==> config.mk <==
export PLATFORM = sky130hd
export DESIGN_NAME = ufl_line_config
export DESIGN_NICKNAME = d
export VERILOG_FILES = /design/src/core/ufl_pkg.sv /design/src/core/ufl_fifo_level.sv /design/src/core/ufl_irda_coder.sv /design/src/core/ufl_line_config.sv
export SDC_FILE = /design/constraint.sdc
export NUM_CORES = 1
export LEC_CHECK = 0
export BUFFER_PORTS_ARGS = -buffer_cell sky130_fd_sc_hd__buf_2
export CAP_MARGIN = 10
export CORE_MARGIN = 5
export CORE_UTILIZATION = 35
export DETAILED_ROUTE_END_ITERATION = 8
export SYNTH_ARGS = -nofsm -noshare
export SYNTH_HDL_FRONTEND = slang
export SYNTH_SLANG_ARGS = --single-unit
==> constraint.sdc <==
create_clock -name clk -period 2.7 [get_ports clk]
set_clock_uncertainty 0.2 [all_clocks]
set_input_delay 0.27 -clock clk [delete_from_list [all_inputs] [get_ports clk]]
set_output_delay 0.27 -clock clk [all_outputs]
set_load 0.01 [all_outputs]
==> src/core/ufl_pkg.sv <==
// Behaviour
// - Transmit trigger codes give 16, 8, 24, 30
// - Transmit event on falling below trigger, else empty
// - Receive trigger codes give 8, 16, 24, 28
// - Transfer-mode bit stored, no behavioural effect
// - Transmit FIFO reset clears level, self-clears
// - Receive FIFO reset clears level, self-clears
// - Bit 0 enables FIFOs; otherwise other bits ignored
// - Line bit 7 selects divisor latches
// - Line bit 6 holds transmit output low
// - Line bit 3 enables parity send and check
// - Line bit 4 picks odd or even
// - Line bit 5 forces parity to mark/space
// - Stop bits one, one-and-half, or two
// - Line bits 1:0 give 5 to 8 bits
// - Modem bit 7 prescales baud clock by four
// - Infrared enable loads strap at reset release
// - Infrared coder in path, idle output low
// - Feature bit 4 inverts infrared receive input
// - FIFO control register reads back FIFO enable in bits 7:6, 1 in bits 5:0
// - Latest trigger write governs both directions
package ufl_pkg;

	// ----------------------------------------------------------------
	// Register offsets and field positions.
	// ----------------------------------------------------------------
	localparam logic [3:0] AD_DATA    = 4'h0; // Data, or divisor low byte.
	localparam logic [3:0] AD_DIVHI   = 4'h1; // Divisor high byte.
	localparam logic [3:0] AD_FIFO    = 4'h2; // FIFO control, or divisor fraction.
	localparam logic [3:0] AD_LINE    = 4'h3; // Line control.
	localparam logic [3:0] AD_MODEM   = 4'h4; // Modem control.
	localparam logic [3:0] AD_FEAT    = 4'h8; // Feature control.
	localparam int FC_ENABLE  = 0;  // FIFO enable bit.
	localparam int FC_RXRST   = 1;  // Receive FIFO reset bit.
	localparam int FC_TXRST   = 2;  // Transmit FIFO reset bit.
	localparam int FC_DMA     = 3;  // Legacy transfer-mode bit.
	localparam int FC_TXSEL   = 4;  // Low bit of transmit trigger select.
	localparam int FC_RXSEL   = 6;  // Low bit of receive trigger select.
	localparam int LC_STOP    = 2;  // Stop length bit.
	localparam int LC_PAREN   = 3;  // Parity enable bit.
	localparam int LC_EVEN    = 4;  // Even parity bit.
	localparam int LC_FORCE   = 5;  // Forced parity bit.
	localparam int LC_BREAK   = 6;  // Break bit.
	localparam int LC_DLAB    = 7;  // Divisor access bit.
	localparam int MC_IRDA    = 6;  // Infrared enable bit.
	localparam int MC_PRESC   = 7;  // Prescaler bit.
	localparam int FT_RXINV   = 4;  // Infrared receive inversion bit.
	localparam logic [7:0] RST_REG = 8'h00; // Reset value of every stored register.

	// ----------------------------------------------------------------
	// Trigger tables and timing.
	// ----------------------------------------------------------------
	localparam logic [5:0] TX_TRIG0 = 6'h10;
	localparam logic [5:0] TX_TRIG1 = 6'h08;
	localparam logic [5:0] TX_TRIG2 = 6'h18;
	localparam logic [5:0] TX_TRIG3 = 6'h1e;
	localparam logic [5:0] RX_TRIG0 = 6'h08;
	localparam logic [5:0] RX_TRIG1 = 6'h10;
	localparam logic [5:0] RX_TRIG2 = 6'h18;
	localparam logic [5:0] RX_TRIG3 = 6'h1c;
	localparam logic [1:0] PRESC_LAST = 2'h3; // Divide by four wraps at three.
	localparam logic [3:0] IR_PULSE   = 4'h3; // Infrared pulse, ticks of sixteen.
	localparam logic [3:0] IR_BIT     = 4'hf; // Last tick of one bit time.
	localparam logic [2:0] STOP_ONE   = 3'h2; // Stop length in half bits.
	localparam logic [2:0] STOP_ONEH  = 3'h3;
	localparam logic [2:0] STOP_TWO   = 3'h4;
	localparam logic [3:0] DATA_MIN   = 4'h5; // Shortest character.

	typedef enum logic [2:0] {
		PAR_NONE  = 3'b000,
		PAR_ODD   = 3'b001,
		PAR_EVEN  = 3'b010,
		PAR_MARK  = 3'b011,
		PAR_SPACE = 3'b100
	} uflParity_e;

	// Character format handed to the shifters.
	typedef struct packed {
		logic [3:0] dataBits;
		logic [2:0] stopHalves;
		uflParity_e parity;
	} uflLineFmt_s;

	// One host access.
	typedef struct packed {
		logic       wr;
		logic       rd;
		logic [3:0] addr;
		logic [7:0] data;
	} uflBusReq_s;

endpackage

==> src/core/ufl_fifo_level.sv <==
`timescale 1ns/1ns
// Level counter of one FIFO with trigger detection.
module ufl_fifo_level
	import ufl_pkg::*;
#(
	parameter int DEPTH = 32
) (
	input  wire logic       clk,
	input  wire logic       srst,
	input  wire logic       flush,
	input  wire logic       push,
	input  wire logic       pop,
	input  wire logic [5:0] trigLevel,
	output logic [5:0]      count,
	output logic            atTrig,
	output logic            fallEvent
);

	if (DEPTH < 2 || DEPTH > 63) begin : badDepth
		$error("DEPTH must lie in 2..63");
	end

	localparam logic [5:0] FULL = 6'(DEPTH);

	typedef struct packed {
		logic [5:0] count;      // Characters held.
		logic       filledOver; // Last refill went above the trigger.
		logic       atTrig;     // Count at or above trigger.
		logic       fall;       // Transmit-ready event.
	} uflLevel_s;

	uflLevel_s stateReg;
	uflLevel_s stateNext;

	// Counts pushes and pops, and fires when the level falls away.
	always_comb begin
		logic inOk;
		logic outOk;
		inOk = push && (stateReg.count != FULL);
		outOk = pop && (stateReg.count != 6'h00);
		stateNext = stateReg;
		stateNext.fall = 1'b0;
		if (flush) begin
			stateNext.count = 6'h00;
			stateNext.filledOver = 1'b0;
		end else if (inOk && !outOk) begin
			stateNext.count = stateReg.count + 6'h01;
			if (stateNext.count > trigLevel) begin
				stateNext.filledOver = 1'b1;
			end
		end else if (outOk && !inOk) begin
			stateNext.count = stateReg.count - 6'h01;
			// Falling below the trigger after an overfill fires once.
			if (stateReg.filledOver && stateNext.count < trigLevel) begin
				stateNext.fall = 1'b1;
				stateNext.filledOver = 1'b0;
			end
			// Becoming empty by a pop always fires; a flush does not.
			if (stateNext.count == 6'h00) begin
				stateNext.fall = 1'b1;
			end
		end
		stateNext.atTrig = stateNext.count >= trigLevel;
		if (srst) begin
			stateNext = '0;
		end
	end

	// Registers the state.
	always_ff @(posedge clk) begin
		stateReg <= stateNext;
	end

	assign count = stateReg.count;
	assign atTrig = stateReg.atTrig;
	assign fallEvent = stateReg.fall;
endmodule

==> src/core/ufl_irda_coder.sv <==
`timescale 1ns/1ns
// Infrared pulse encoder and decoder on a sixteen-tick bit time.
module ufl_irda_coder
	import ufl_pkg::*;
(
	input  wire logic clk,
	input  wire logic srst,
	input  wire logic enable,
	input  wire logic rxInvert,
	input  wire logic sampleTick,
	input  wire logic txRaw,
	input  wire logic rxPin,
	output logic      txCoded,
	output logic      rxRaw
);

	typedef struct packed {
		logic [3:0] txPhase; // Tick position within the sent bit.
		logic       txLast;  // Previous raw transmit bit.
		logic [3:0] rxHold;  // Ticks left of a stretched zero.
		logic       rxBusy;  // A pulse is being stretched.
		logic       txCoded;
		logic       rxRaw;
	} uflIrda_s;

	uflIrda_s stateReg;
	uflIrda_s stateNext;

	// Zero bits send a short pulse; a received pulse reads as a zero bit.
	always_comb begin
		logic light;
		light = rxPin ^ rxInvert;
		stateNext = stateReg;
		stateNext.txLast = txRaw;
		if (txRaw != stateReg.txLast) begin
			stateNext.txPhase = 4'h0;
		end else if (sampleTick) begin
			stateNext.txPhase = stateReg.txPhase + 4'h1;
		end
		// Idle and one bits leave the output low.
		stateNext.txCoded = enable && !txRaw && (stateNext.txPhase < IR_PULSE);
		if (light) begin
			stateNext.rxBusy = 1'b1;
			stateNext.rxHold = IR_BIT;
		end else if (sampleTick && stateReg.rxBusy) begin
			stateNext.rxHold = stateReg.rxHold - 4'h1;
			stateNext.rxBusy = stateReg.rxHold != 4'h0;
		end
		stateNext.rxRaw = enable ? !stateNext.rxBusy : rxPin;
		if (srst) begin
			stateNext = '0;
			stateNext.rxRaw = 1'b1;
		end
	end

	// Registers the state.
	always_ff @(posedge clk) begin
		stateReg <= stateNext;
	end

	assign txCoded = stateReg.txCoded;
	assign rxRaw = stateReg.rxRaw;
endmodule

==> src/core/ufl_line_config.sv <==
`timescale 1ns/1ns
// FIFO control, line control and modem control of one serial channel.
module ufl_line_config
	import ufl_pkg::*;
#(
	parameter int DEPTH = 32
) (
	input  wire logic        clk,
	input  wire logic        srst,
	input  uflBusReq_s       busReq,
	output logic [7:0]       rdData,
	output logic             rdValid,
	input  wire logic        infraredEnableStrap,
	input  wire logic        txShiftPop,
	input  wire logic        rxShiftPush,
	input  wire logic        txIrqClear,
	input  wire logic        sampleTick,
	input  wire logic        txSerial,
	input  wire logic        rxPin,
	output logic             txPin,
	output logic             rxSerial,
	output uflLineFmt_s      lineFmt,
	output logic [23:0]      divisor,
	output logic             divisorAccess,
	output logic             prescaleTick,
	output logic             fifoEnable,
	output logic             dmaMode,
	output logic [5:0]       txTrigLevel,
	output logic [5:0]       rxTrigLevel,
	output logic [5:0]       txCount,
	output logic [5:0]       rxCount,
	output logic             txIrq,
	output logic             rxTrigHit
);

	// ----------------------------------------------------------------
	// State.
	// ----------------------------------------------------------------
	typedef struct packed {
		logic [7:0]  lineReg;      // Line control register.
		logic [7:0]  modemReg;     // Modem control register.
		logic [7:0]  featReg;      // Feature control register.
		logic [7:0]  divLow;       // Divisor low byte.
		logic [7:0]  divHigh;      // Divisor high byte.
		logic [7:0]  divFrac;      // Divisor fraction.
		logic        fifoEn;       // FIFOs enabled.
		logic        dma;          // Legacy transfer mode.
		logic [1:0]  txSel;        // Transmit trigger code.
		logic [1:0]  rxSel;        // Receive trigger code.
		logic        txFlush;      // Transmit FIFO reset pulse.
		logic        rxFlush;      // Receive FIFO reset pulse.
		logic        strapPending; // Strap still to be caught.
		logic [1:0]  preCnt;       // Prescaler phase.
		logic        preTick;      // Baud generator enable.
		logic        txIrq;        // Sticky transmit-ready event.
		logic        txLine;       // Transmit pin level.
		logic        rxLine;       // Receive bit to the shifter.
		uflLineFmt_s fmt;          // Decoded character format.
		logic [5:0]  txTrig;       // Transmit trigger level.
		logic [5:0]  rxTrig;       // Receive trigger level.
		logic [7:0]  rdData;       // Read answer.
		logic        rdValid;      // Read answer valid.
	} uflCfg_s;

	uflCfg_s stateReg;
	uflCfg_s stateNext;

	logic       txFall;  // Transmit level event.
	logic       rxAtTrig; // Receive level at trigger.
	logic       irTx;    // Encoded transmit bit.
	logic       irRx;    // Decoded receive bit.
	logic       dlab;    // Divisor access selected.
	logic       thrWrite; // Host writes a transmit character.
	logic       rhrRead; // Host reads a receive character.

	assign dlab = stateReg.lineReg[LC_DLAB];
	assign thrWrite = busReq.wr && busReq.addr == AD_DATA && !dlab;
	assign rhrRead = busReq.rd && busReq.addr == AD_DATA && !dlab;

	// ----------------------------------------------------------------
	// FIFO levels and infrared coder.
	// ----------------------------------------------------------------
	ufl_fifo_level #(.DEPTH(DEPTH)) txLevel (
		.clk       (clk),
		.srst      (srst),
		.flush     (stateReg.txFlush),
		.push      (thrWrite && stateReg.fifoEn),
		.pop       (txShiftPop),
		.trigLevel (stateReg.txTrig),
		.count     (txCount),
		.atTrig    (),
		.fallEvent (txFall)
	);

	ufl_fifo_level #(.DEPTH(DEPTH)) rxLevel (
		.clk       (clk),
		.srst      (srst),
		.flush     (stateReg.rxFlush),
		.push      (rxShiftPush && stateReg.fifoEn),
		.pop       (rhrRead),
		.trigLevel (stateReg.rxTrig),
		.count     (rxCount),
		.atTrig    (rxAtTrig),
		.fallEvent ()
	);

	ufl_irda_coder irda (
		.clk        (clk),
		.srst       (srst),
		.enable     (stateReg.modemReg[MC_IRDA]),
		.rxInvert   (stateReg.featReg[FT_RXINV]),
		.sampleTick (sampleTick),
		.txRaw      (txSerial),
		.rxPin      (rxPin),
		.txCoded    (irTx),
		.rxRaw      (irRx)
	);

	// ----------------------------------------------------------------
	// Register writes, reads and derived controls.
	// ----------------------------------------------------------------
	always_comb begin
		logic [7:0] wd;
		wd = busReq.data;
		stateNext = stateReg;
		stateNext.txFlush = 1'b0;
		stateNext.rxFlush = 1'b0;
		stateNext.rdValid = busReq.rd;
		stateNext.rdData = 8'h00;
		// Writes land on the register the address and access bit select.
		if (busReq.wr) begin
			case (busReq.addr)
				AD_DATA: begin
					if (dlab) begin
						stateNext.divLow = wd;
					end
				end
				AD_DIVHI: begin
					if (dlab) begin
						stateNext.divHigh = wd;
					end
				end
				AD_FIFO: begin
					if (dlab) begin
						stateNext.divFrac = wd;
					end else if (wd[FC_ENABLE]) begin
						stateNext.fifoEn = 1'b1;
						stateNext.dma = wd[FC_DMA];
						// Both codes are taken from one write.
						stateNext.txSel = wd[FC_TXSEL +: 2];
						stateNext.rxSel = wd[FC_RXSEL +: 2];
						stateNext.txFlush = wd[FC_TXRST];
						stateNext.rxFlush = wd[FC_RXRST];
					end else begin
						stateNext.fifoEn = 1'b0;
					end
				end
				AD_LINE: begin
					stateNext.lineReg = wd;
				end
				AD_MODEM: begin
					stateNext.modemReg = wd;
				end
				AD_FEAT: begin
					stateNext.featReg = wd;
				end
				default: begin
				end
			endcase
		end
		// Reads return stored registers, zero at the data and divisor-high offsets with the access bit clear; the FIFO control reads as status.
		if (busReq.rd) begin
			case (busReq.addr)
				AD_DATA: begin
					stateNext.rdData = dlab ? stateReg.divLow : 8'h00;
				end
				AD_DIVHI: begin
					stateNext.rdData = dlab ? stateReg.divHigh : 8'h00;
				end
				AD_FIFO: begin
					stateNext.rdData = dlab ? stateReg.divFrac
						: {{2{stateReg.fifoEn}}, 6'h01};
				end
				AD_LINE: begin
					stateNext.rdData = stateReg.lineReg;
				end
				AD_MODEM: begin
					stateNext.rdData = stateReg.modemReg;
				end
				AD_FEAT: begin
					stateNext.rdData = stateReg.featReg;
				end
				default: begin
					stateNext.rdData = 8'h00;
				end
			endcase
		end
		// Trigger tables.
		case (stateNext.txSel)
			2'b00: stateNext.txTrig = TX_TRIG0;
			2'b01: stateNext.txTrig = TX_TRIG1;
			2'b10: stateNext.txTrig = TX_TRIG2;
			default: stateNext.txTrig = TX_TRIG3;
		endcase
		case (stateNext.rxSel)
			2'b00: stateNext.rxTrig = RX_TRIG0;
			2'b01: stateNext.rxTrig = RX_TRIG1;
			2'b10: stateNext.rxTrig = RX_TRIG2;
			default: stateNext.rxTrig = RX_TRIG3;
		endcase
		// Character length and stop length.
		stateNext.fmt.dataBits = DATA_MIN + {2'b00, stateReg.lineReg[1:0]};
		if (!stateReg.lineReg[LC_STOP]) begin
			stateNext.fmt.stopHalves = STOP_ONE;
		end else if (stateReg.lineReg[1:0] == 2'b00) begin
			stateNext.fmt.stopHalves = STOP_ONEH;
		end else begin
			stateNext.fmt.stopHalves = STOP_TWO;
		end
		// Parity selection.
		case (stateReg.lineReg[LC_FORCE:LC_PAREN])
			3'b001: stateNext.fmt.parity = PAR_ODD;
			3'b011: stateNext.fmt.parity = PAR_EVEN;
			3'b101: stateNext.fmt.parity = PAR_MARK;
			3'b111: stateNext.fmt.parity = PAR_SPACE;
			default: stateNext.fmt.parity = PAR_NONE;
		endcase
		// Prescaler divides by one or four.
		if (stateReg.modemReg[MC_PRESC]) begin
			stateNext.preCnt = stateReg.preCnt + 2'h1;
			stateNext.preTick = stateReg.preCnt == PRESC_LAST;
		end else begin
			stateNext.preCnt = 2'h0;
			stateNext.preTick = 1'b1;
		end
		// Sticky transmit event; a new event beats the clear.
		stateNext.txIrq = txFall || (stateReg.txIrq && !txIrqClear && !thrWrite);
		// Break holds the pin low; otherwise raw or encoded bits.
		if (stateReg.lineReg[LC_BREAK]) begin
			stateNext.txLine = 1'b0;
		end else begin
			stateNext.txLine = stateReg.modemReg[MC_IRDA] ? irTx : txSerial;
		end
		stateNext.rxLine = irRx;
		// Strap is caught on the first cycle after reset release.
		if (stateReg.strapPending) begin
			stateNext.modemReg[MC_IRDA] = infraredEnableStrap;
			stateNext.strapPending = 1'b0;
		end
		// Defaults on reset.
		if (srst) begin
			stateNext = '0;
			stateNext.lineReg = RST_REG;
			stateNext.modemReg = RST_REG;
			stateNext.featReg = RST_REG;
			stateNext.strapPending = 1'b1;
			stateNext.txTrig = TX_TRIG0;
			stateNext.rxTrig = RX_TRIG0;
			stateNext.fmt.dataBits = DATA_MIN;
			stateNext.fmt.stopHalves = STOP_ONE;
			stateNext.fmt.parity = PAR_NONE;
			stateNext.txLine = 1'b1;
			stateNext.rxLine = 1'b1;
		end
	end

	// Registers the state.
	always_ff @(posedge clk) begin
		stateReg <= stateNext;
	end

	assign rdData = stateReg.rdData;
	assign rdValid = stateReg.rdValid;
	assign txPin = stateReg.txLine;
	assign rxSerial = stateReg.rxLine;
	assign lineFmt = stateReg.fmt;
	assign divisor = {stateReg.divFrac, stateReg.divHigh, stateReg.divLow};
	assign divisorAccess = dlab;
	assign prescaleTick = stateReg.preTick;
	assign fifoEnable = stateReg.fifoEn;
	assign dmaMode = stateReg.dma;
	assign txTrigLevel = stateReg.txTrig;
	assign rxTrigLevel = stateReg.rxTrig;
	assign txIrq = stateReg.txIrq;
	assign rxTrigHit = rxAtTrig;
endmodule

==> results.sh, run 1 <==
export IMPL_path_clk_slew_ns=0.05
export IMPL_ys_warn_count=0
export IMPL_synth_top_flop_cell="dfxtp_1"
export IMPL_drc_errors=0
export IMPL_layoutNonFillerInstCount=983
export IMPL_dpl_worst_slack_ns=-0.3318
export IMPL_drv_cap=0
export IMPL_syn_inst=680
export IMPL_drt_wl_total_um=14710
export IMPL_setup_viol=1
export IMPL_initial_core_util_pct=35.90
export IMPL_clock_sinks=115
export IMPL_grt_setup_unrepaired="yes"
export IMPL_grt_ovfl_total=0
export IMPL_synth_avg_cell_area_sq_um=8.416
export IMPL_synth_area_top_cells="dfxtp_1, buf_4, a21oi_1"
export IMPL_max_vdd_ir_drop_mv=0.4349
export IMPL_cts_tree="yes"
export IMPL_fmaxAchievable_ghz=0.3564
export IMPL_crit_chain="inv_4 > ha_4 > nor4b_4 > buf_6 > a21oi_2 > or3_4 > o22ai_4 > xnor2_2 > nor2_1 > ha_1 > and4b_1 > o21a_1 > a211o_1"
export IMPL_numCtsBuffers=17
export IMPL_leakagePower_nw=2.877
export IMPL_die_h_um=137.9
export IMPL_final_area_sq_um=7018
export IMPL_cts_root_buffer="clkbuf_16"
export IMPL_grt_first_pass_wirelength_um=23430
export IMPL_post_dp_cell_area_sq_um=6301
export IMPL_io_pins=98
export IMPL_hold_slack_ns=0.02509
export IMPL_track_usage_pct=15.88
export IMPL_hold_viol=0
export IMPL_synth_edff_count=0
export IMPL_num_rows=46
export IMPL_die_w_um=137.9
export IMPL_tightestPinTransition_ns=0.5411
export IMPL_cp_slowest_cell="or3_4"
export IMPL_synth_cell_area_sq_um=5723
export IMPL_ys_ff_latch=115
export IMPL_wl_per_cell_um=14.97
export IMPL_ant_nets=0
export IMPL_setup_tns_final_ns=-0.1057
export IMPL_die_area_sq_um=19010
export IMPL_cp_required_ns=2.79
export IMPL_yosysSeqAreaShare_pct=40.23
export IMPL_placed_cells=946
export IMPL_failed_checks="setup timing"
export IMPL_pwr_density_cell_nw_per_um2=657.6
export IMPL_fin_nets=805
export IMPL_worst_slack_ns=-0.1057
export IMPL_worst_setup_path_end_kind="register"
export IMPL_drive_above_1_share_pct=25.95
export IMPL_post_drt_via_cell_ratio=4.864
export IMPL_slew_limit_headroom_pct=63.80
export IMPL_clk_path_buf_depth=2
export IMPL_dr_pass1_iters=5
export IMPL_synthArstFlopShare_pct=0
export IMPL_synthToLayoutAreaGrowth_pct=22.63
export IMPL_vias=4781
export IMPL_maxSlewViolCount=0
export IMPL_arrival_ns=2.90
export IMPL_h_tree_depth=4
export IMPL_antenna_found_initial=0
export IMPL_cp_slowest_stage_delay_ns=0.39
export IMPL_netlist_area_leader_share_pct=40.23
export IMPL_grt_max_degree=50
export IMPL_synth_cell_types=52
export IMPL_drt_iter0_markers=392
export IMPL_dp_hpwl_um=10520
export IMPL_synth_top_cell_by_area="dfxtp_1"
export IMPL_hold_class="input port to register"
export IMPL_n_antenna_cell=0
export IMPL_clock_latency_ns=0.41
export IMPL_outcome="finished, violations left"
export IMPL_critPathMaxFanout=6
export IMPL_crit_type="register to register"
export IMPL_grt_pass1_vias=4573
export IMPL_coreArea_sq_um=15940
export IMPL_critPathLaunchType="register"
export IMPL_period_share_pct=103.9
export IMPL_period_needed_ns=2.806
export IMPL_gp_congestion=0.8481
export IMPL_io_buffers=92
-- synth_stat cells (5+ instances only) --
cell	number
or3_1	6
dfxtp_1	115
nor2b_1	9
buf_4	60
a21oi_1	68
xor2_1	9
nand3_1	38
o21ai_0	22
nor3b_1	5
mux2i_1	29
a222oi_1	5
ha_1	25
nand2_1	73
inv_1	27
xnor2_1	15
nand4_1	6
nor3_1	21
nor2_1	48
clkbuf_1	36
-- registers in the layout, summed over array words and instances (netlist names), 3 cells and up --
signal         flops
divisor           24
irda.stateReg     10
lineFmt           10
rdData             8
rxLevel.count      6
rxTrigLevel        3
stateReg          32
txLevel.count      6
txTrigLevel        3
-- logic make-up after synthesis --
logic type	share of synthesized area, %
compound gates	12.90
simple gates	20.33
other cells	0.06553
xor+xnor	3.673
buf+inv	12.26
flops	40.23
fa+ha+maj	5.466
mux	5.072
-- report_power, final --
group	leakage, nW	switching [mW]	internal, mW
logic	1.67	0.410	0.340
registers	0.934	0.0538	1.74
clock network	0.274	0.732	1.34
-- routing by layer --
layer | part of all wire, % | vias up | GRT usage [%]
met4 | 2.0 | 0 | 6.806
met5 | 0 | - | 0
met3 | 5.3 | 20 | 3.737
met1 | 45 | 2228 | 20.49
met2 | 48 | 115 | 25.43
li1 | - | 2418 | -
-- through the flow --
| stage | power, mW | util, % |
|---|---|---|
| finish | 4.615 | 44.02 |
| global route | 4.841 | 44.02 |
| CTS | 4.640 | 43.55 |
| detailed placement | 2.539 | 39.52 |
| global placement | 2.540 | 39.52 |
| floorplan | 2.328 | - |
-- path summary, 6_finish.rpt --
check / startpoint / to / slack [ns] / cells after the start
max: rxLevel.count[1] / rxLevel.atTrig / -0.11 / 13
min: busReq[7] / stateReg[41] / 0.03 / 3
max reg2reg: rxLevel.count[1] / rxLevel.atTrig / -0.11 / 13
min reg2reg: irda.rxRaw / rxSerial / 0.21 / 1
-- layout by cell type, fill, tap and decap left out, types with 5 or more instances in the layout --
cell type / instances
mux2i_1: 29
nand2_1: 72
clkinv_2: 5
nor3_1: 21
nor2b_1: 9
o21ai_0: 19
dlygate4sd3_1: 8
xnor2_1: 14
conb_1: 5
nand4_1: 6
nand3_1: 38
inv_1: 25
or3_1: 5
dfxtp_1: 113
nor3b_1: 5
xor2_1: 8
ha_1: 24
a222oi_1: 5
clkbuf_16: 17
buf_2: 92
a21oi_1: 67
buf_4: 51
nor2_1: 48
-- layout make-up --
type                            count  area [sq um]
Multi-Input combinational cell    444          2854
Clock inverter                      6         55.05
Fill cell                        1622          8925
Sequential cell                   115          2310
Clock buffer                       23         488.0
Timing Repair Buffer              152         934.6
Tap cell                          216         270.3
Inverter                           27         106.4
-- critical path, delay by kind of cell (launching register included) --
family | cells | cell delay, ns
flops | 1 | 0.35
compound gates | 4 | 0.55
xor+xnor | 1 | 0.14
fa+ha+maj | 2 | 0.41
buf+inv | 2 | 0.23
simple gates | 4 | 0.82
-- timing repair --
| action | in CTS | in global routing |
|---|---|---|
| endpoints found under the hold margin | 19 | 0 |
| pin swaps | 1 | 6 |
| endpoints found under the setup margin | 2 | 3 |
| gates resized for setup | 5 | 13 |
| hold buffers | 8 | 0 |
| setup buffers | 0 | 0 |
Note: power is estimated with default switching activity, not from simulation.
==> inputs of run 2 (changes only) <==
Settings changed: SETUP_SLACK_MARGIN set to 0.15.
==> run 2 against run 1 <==
The run still ends with setup timing left. Combinational power increased by 2%. Hold slack about the same. Sequential share of layout area decreased by 0.47 points. Die area unchanged. Critical path depth unchanged. Global-route usage increased by 0.16 points. Critical endpoint unchanged.
==> results.sh, run 2 (synthesized netlist as in run 1, its figures left out) <==
export IMPL_outcome="finished, violations left"
export IMPL_failed_checks="setup timing"
export IMPL_critPathMaxFanout=6
export IMPL_antenna_found_initial=0
export IMPL_setup_tns_final_ns=-0.1958
export IMPL_hold_class="input port to register"
export IMPL_period_share_pct=104.1
export IMPL_grt_setup_unrepaired="yes"
export IMPL_critPathTopFamily="simple AND/OR/NAND/NOR gates"
export IMPL_drt_wl_total_um=14760
export IMPL_gp_congestion=0.8481
export IMPL_cts_root_buffer="clkbuf_16"
export IMPL_fin_nets=815
export IMPL_grt_first_pass_wirelength_um=23700
export IMPL_path_buf_inv=2
export IMPL_dp_hpwl_um=10520
export IMPL_io_buffers=92
export IMPL_cp_slowest_stage_delay_ns=0.35
export IMPL_synthToLayoutAreaGrowth_pct=24.49
export IMPL_tightestPinTransition_ns=0.5519
export IMPL_regMostFlops="stateReg"
export IMPL_hold_end="stateReg[41]"
export IMPL_grt_ovfl_total=0
export IMPL_critPathLaunchType="register"
export IMPL_layout_common_cells="dfxtp_1, buf_2, nand2_1, a21oi_1, buf_4"
export IMPL_worst_slack_ns=-0.1103
export IMPL_h_tree_depth=4
export IMPL_initial_core_util_pct=35.90
export IMPL_arrival_ns=2.90
export IMPL_coreArea_sq_um=15940
export IMPL_hp_start="busReq[7]"
export IMPL_clock_latency_ns=0.41
export IMPL_r2r_slack_ns=-0.11
export IMPL_period_needed_ns=2.810
export IMPL_post_drt_via_cell_ratio=4.850
export IMPL_die_w_um=137.9
export IMPL_n_antenna_cell=0
export IMPL_pwr_density_cell_nw_per_um2=650.3
export IMPL_r2r_end="rxLevel.atTrig"
export IMPL_final_common_cell="dfxtp_1"
export IMPL_final_area_sq_um=7124
export IMPL_slew_limit_headroom_pct=63.07
export IMPL_fmaxAchievable_ghz=0.3558
export IMPL_ant_nets=0
export IMPL_setup_viol=2
export IMPL_final_fill_count=1606
export IMPL_io_pins=98
export IMPL_post_dp_cell_area_sq_um=6301
export IMPL_clk_path_buf_depth=2
export IMPL_track_usage_pct=16.04
export IMPL_numCtsBuffers=17
export IMPL_leakagePower_nw=2.930
export IMPL_drv_cap=0
export IMPL_worst_setup_path_end_kind="register"
export IMPL_wl_per_cell_um=14.86
export IMPL_max_vdd_ir_drop_mv=0.4346
export IMPL_hold_viol=0
export IMPL_hold_depth=3
export IMPL_power_mw=4.633
export IMPL_cp_slowest_cell="dfxtp_4"
export IMPL_drive_above_1_share_pct=27.67
export IMPL_grt_max_degree=50
export IMPL_crit_chain="inv_4 > ha_4 > nor4b_4 > buf_6 > a21oi_2 > or3_1 > o22ai_2 > xnor2_2 > nor2_1 > ha_1 > and4b_1 > o21a_1 > a211o_1"
export IMPL_die_area_sq_um=19010
export IMPL_num_rows=46
export IMPL_largest_register_ffs=32
export IMPL_clock_sinks=115
export IMPL_die_h_um=137.9
export IMPL_maxSlewViolCount=0
export IMPL_crit_type="register to register"
export IMPL_reg2reg_depth=13
export IMPL_drc_errors=0
export IMPL_cp_required_ns=2.79
export IMPL_path_clk_slew_ns=0.05
export IMPL_drt_iter0_markers=427
export IMPL_grt_pass1_vias=4650
export IMPL_dr_pass1_iters=5
export IMPL_cts_tree="yes"
export IMPL_vias=4816
export IMPL_timing_rr_start="rxLevel.count[0]"
-- run 2: tightest hold or removal path, delay by kind of cell --
family | cells | cell delay, ns
compound gates | 1 | 0.05
simple gates | 1 | 0.08
buf+inv | 1 | 0.18
-- run 2: routing by layer --
| metal | part of all wire [%] | global-route usage [%] | wire length (um) | vias up |
|---|---|---|---|---|
| met5 | 0 | 0 | 0 | - |
| met4 | 1.9 | 6.751 | 279 | 0 |
| met3 | 5.5 | 3.737 | 806 | 20 |
| met2 | 48 | 25.73 | 7132 | 121 |
| met1 | 44 | 20.74 | 6541 | 2242 |
| li1 | - | - | - | 2433 |
-- run 2: power by group --
group	internal (mW)	switching, mW	total (mW)
Combinational	0.348	0.413	0.761
Sequential	1.75	0.0566	1.80
Clock	1.34	0.734	2.07
-- run 2: how the worst max path moves through the flow --
stage | startpoint | end | slack, ns | cells after the start
after floorplan | rxLevel.count[1] | rxLevel.atTrig | -0.14 | 12
final | rxLevel.count[0] | rxLevel.atTrig | -0.11 | 13
after detailed placement | busReq[9] | rxLevel.atTrig | -0.33 | 12
after global routing | rxLevel.count[1] | rxLevel.atTrig | -0.25 | 13
after global placement | busReq[9] | rxLevel.atTrig | -0.28 | 11
after CTS | rxLevel.count[1] | rxLevel.atTrig | -0.11 | 13
-- run 2: what timing repair did --
| item | CTS | global route |
|---|---|---|
| gates resized for setup | 13 | 13 |
| gates cloned | 0 | 0 |
| endpoints found under the setup margin | 3 | 7 |
| hold buffers | 8 | 0 |
| setup buffers | 9 | 1 |
| endpoints found under the hold margin | 19 | 0 |
| pin swaps | 15 | 0 |
-- run 2: cell type report --
type / instances / area, sq um / share of cell area (%)
clock buffer: 23 / 488.0 / 6.849
clock inverter: 6 / 55.05 / 0.7727
inverter: 27 / 106.4 / 1.493
multi-input combinational: 444 / 2884 / 40.48
sequential: 115 / 2311 / 32.44
tap: 216 / 270.3 / 3.793
timing repair buffer: 162 / 1010 / 14.17
-- run 2: per-stage QoR --
step | hold WS (ns) | util (%) | cells | setup WS, ns
3_3_place_gp | 0.2044 | 39.52 | 946 | -0.2823
4_1_cts | 0.002843 | 44.26 | 992 | -0.1058
2_1_floorplan | 0.09772 | - | 684 | -0.1365
3_5_place_dp | 0.2019 | 39.52 | 946 | -0.3318
6_report | 0.02488 | 44.69 | 993 | -0.1103
5_1_grt | 0.02540 | 44.69 | 993 | -0.2483
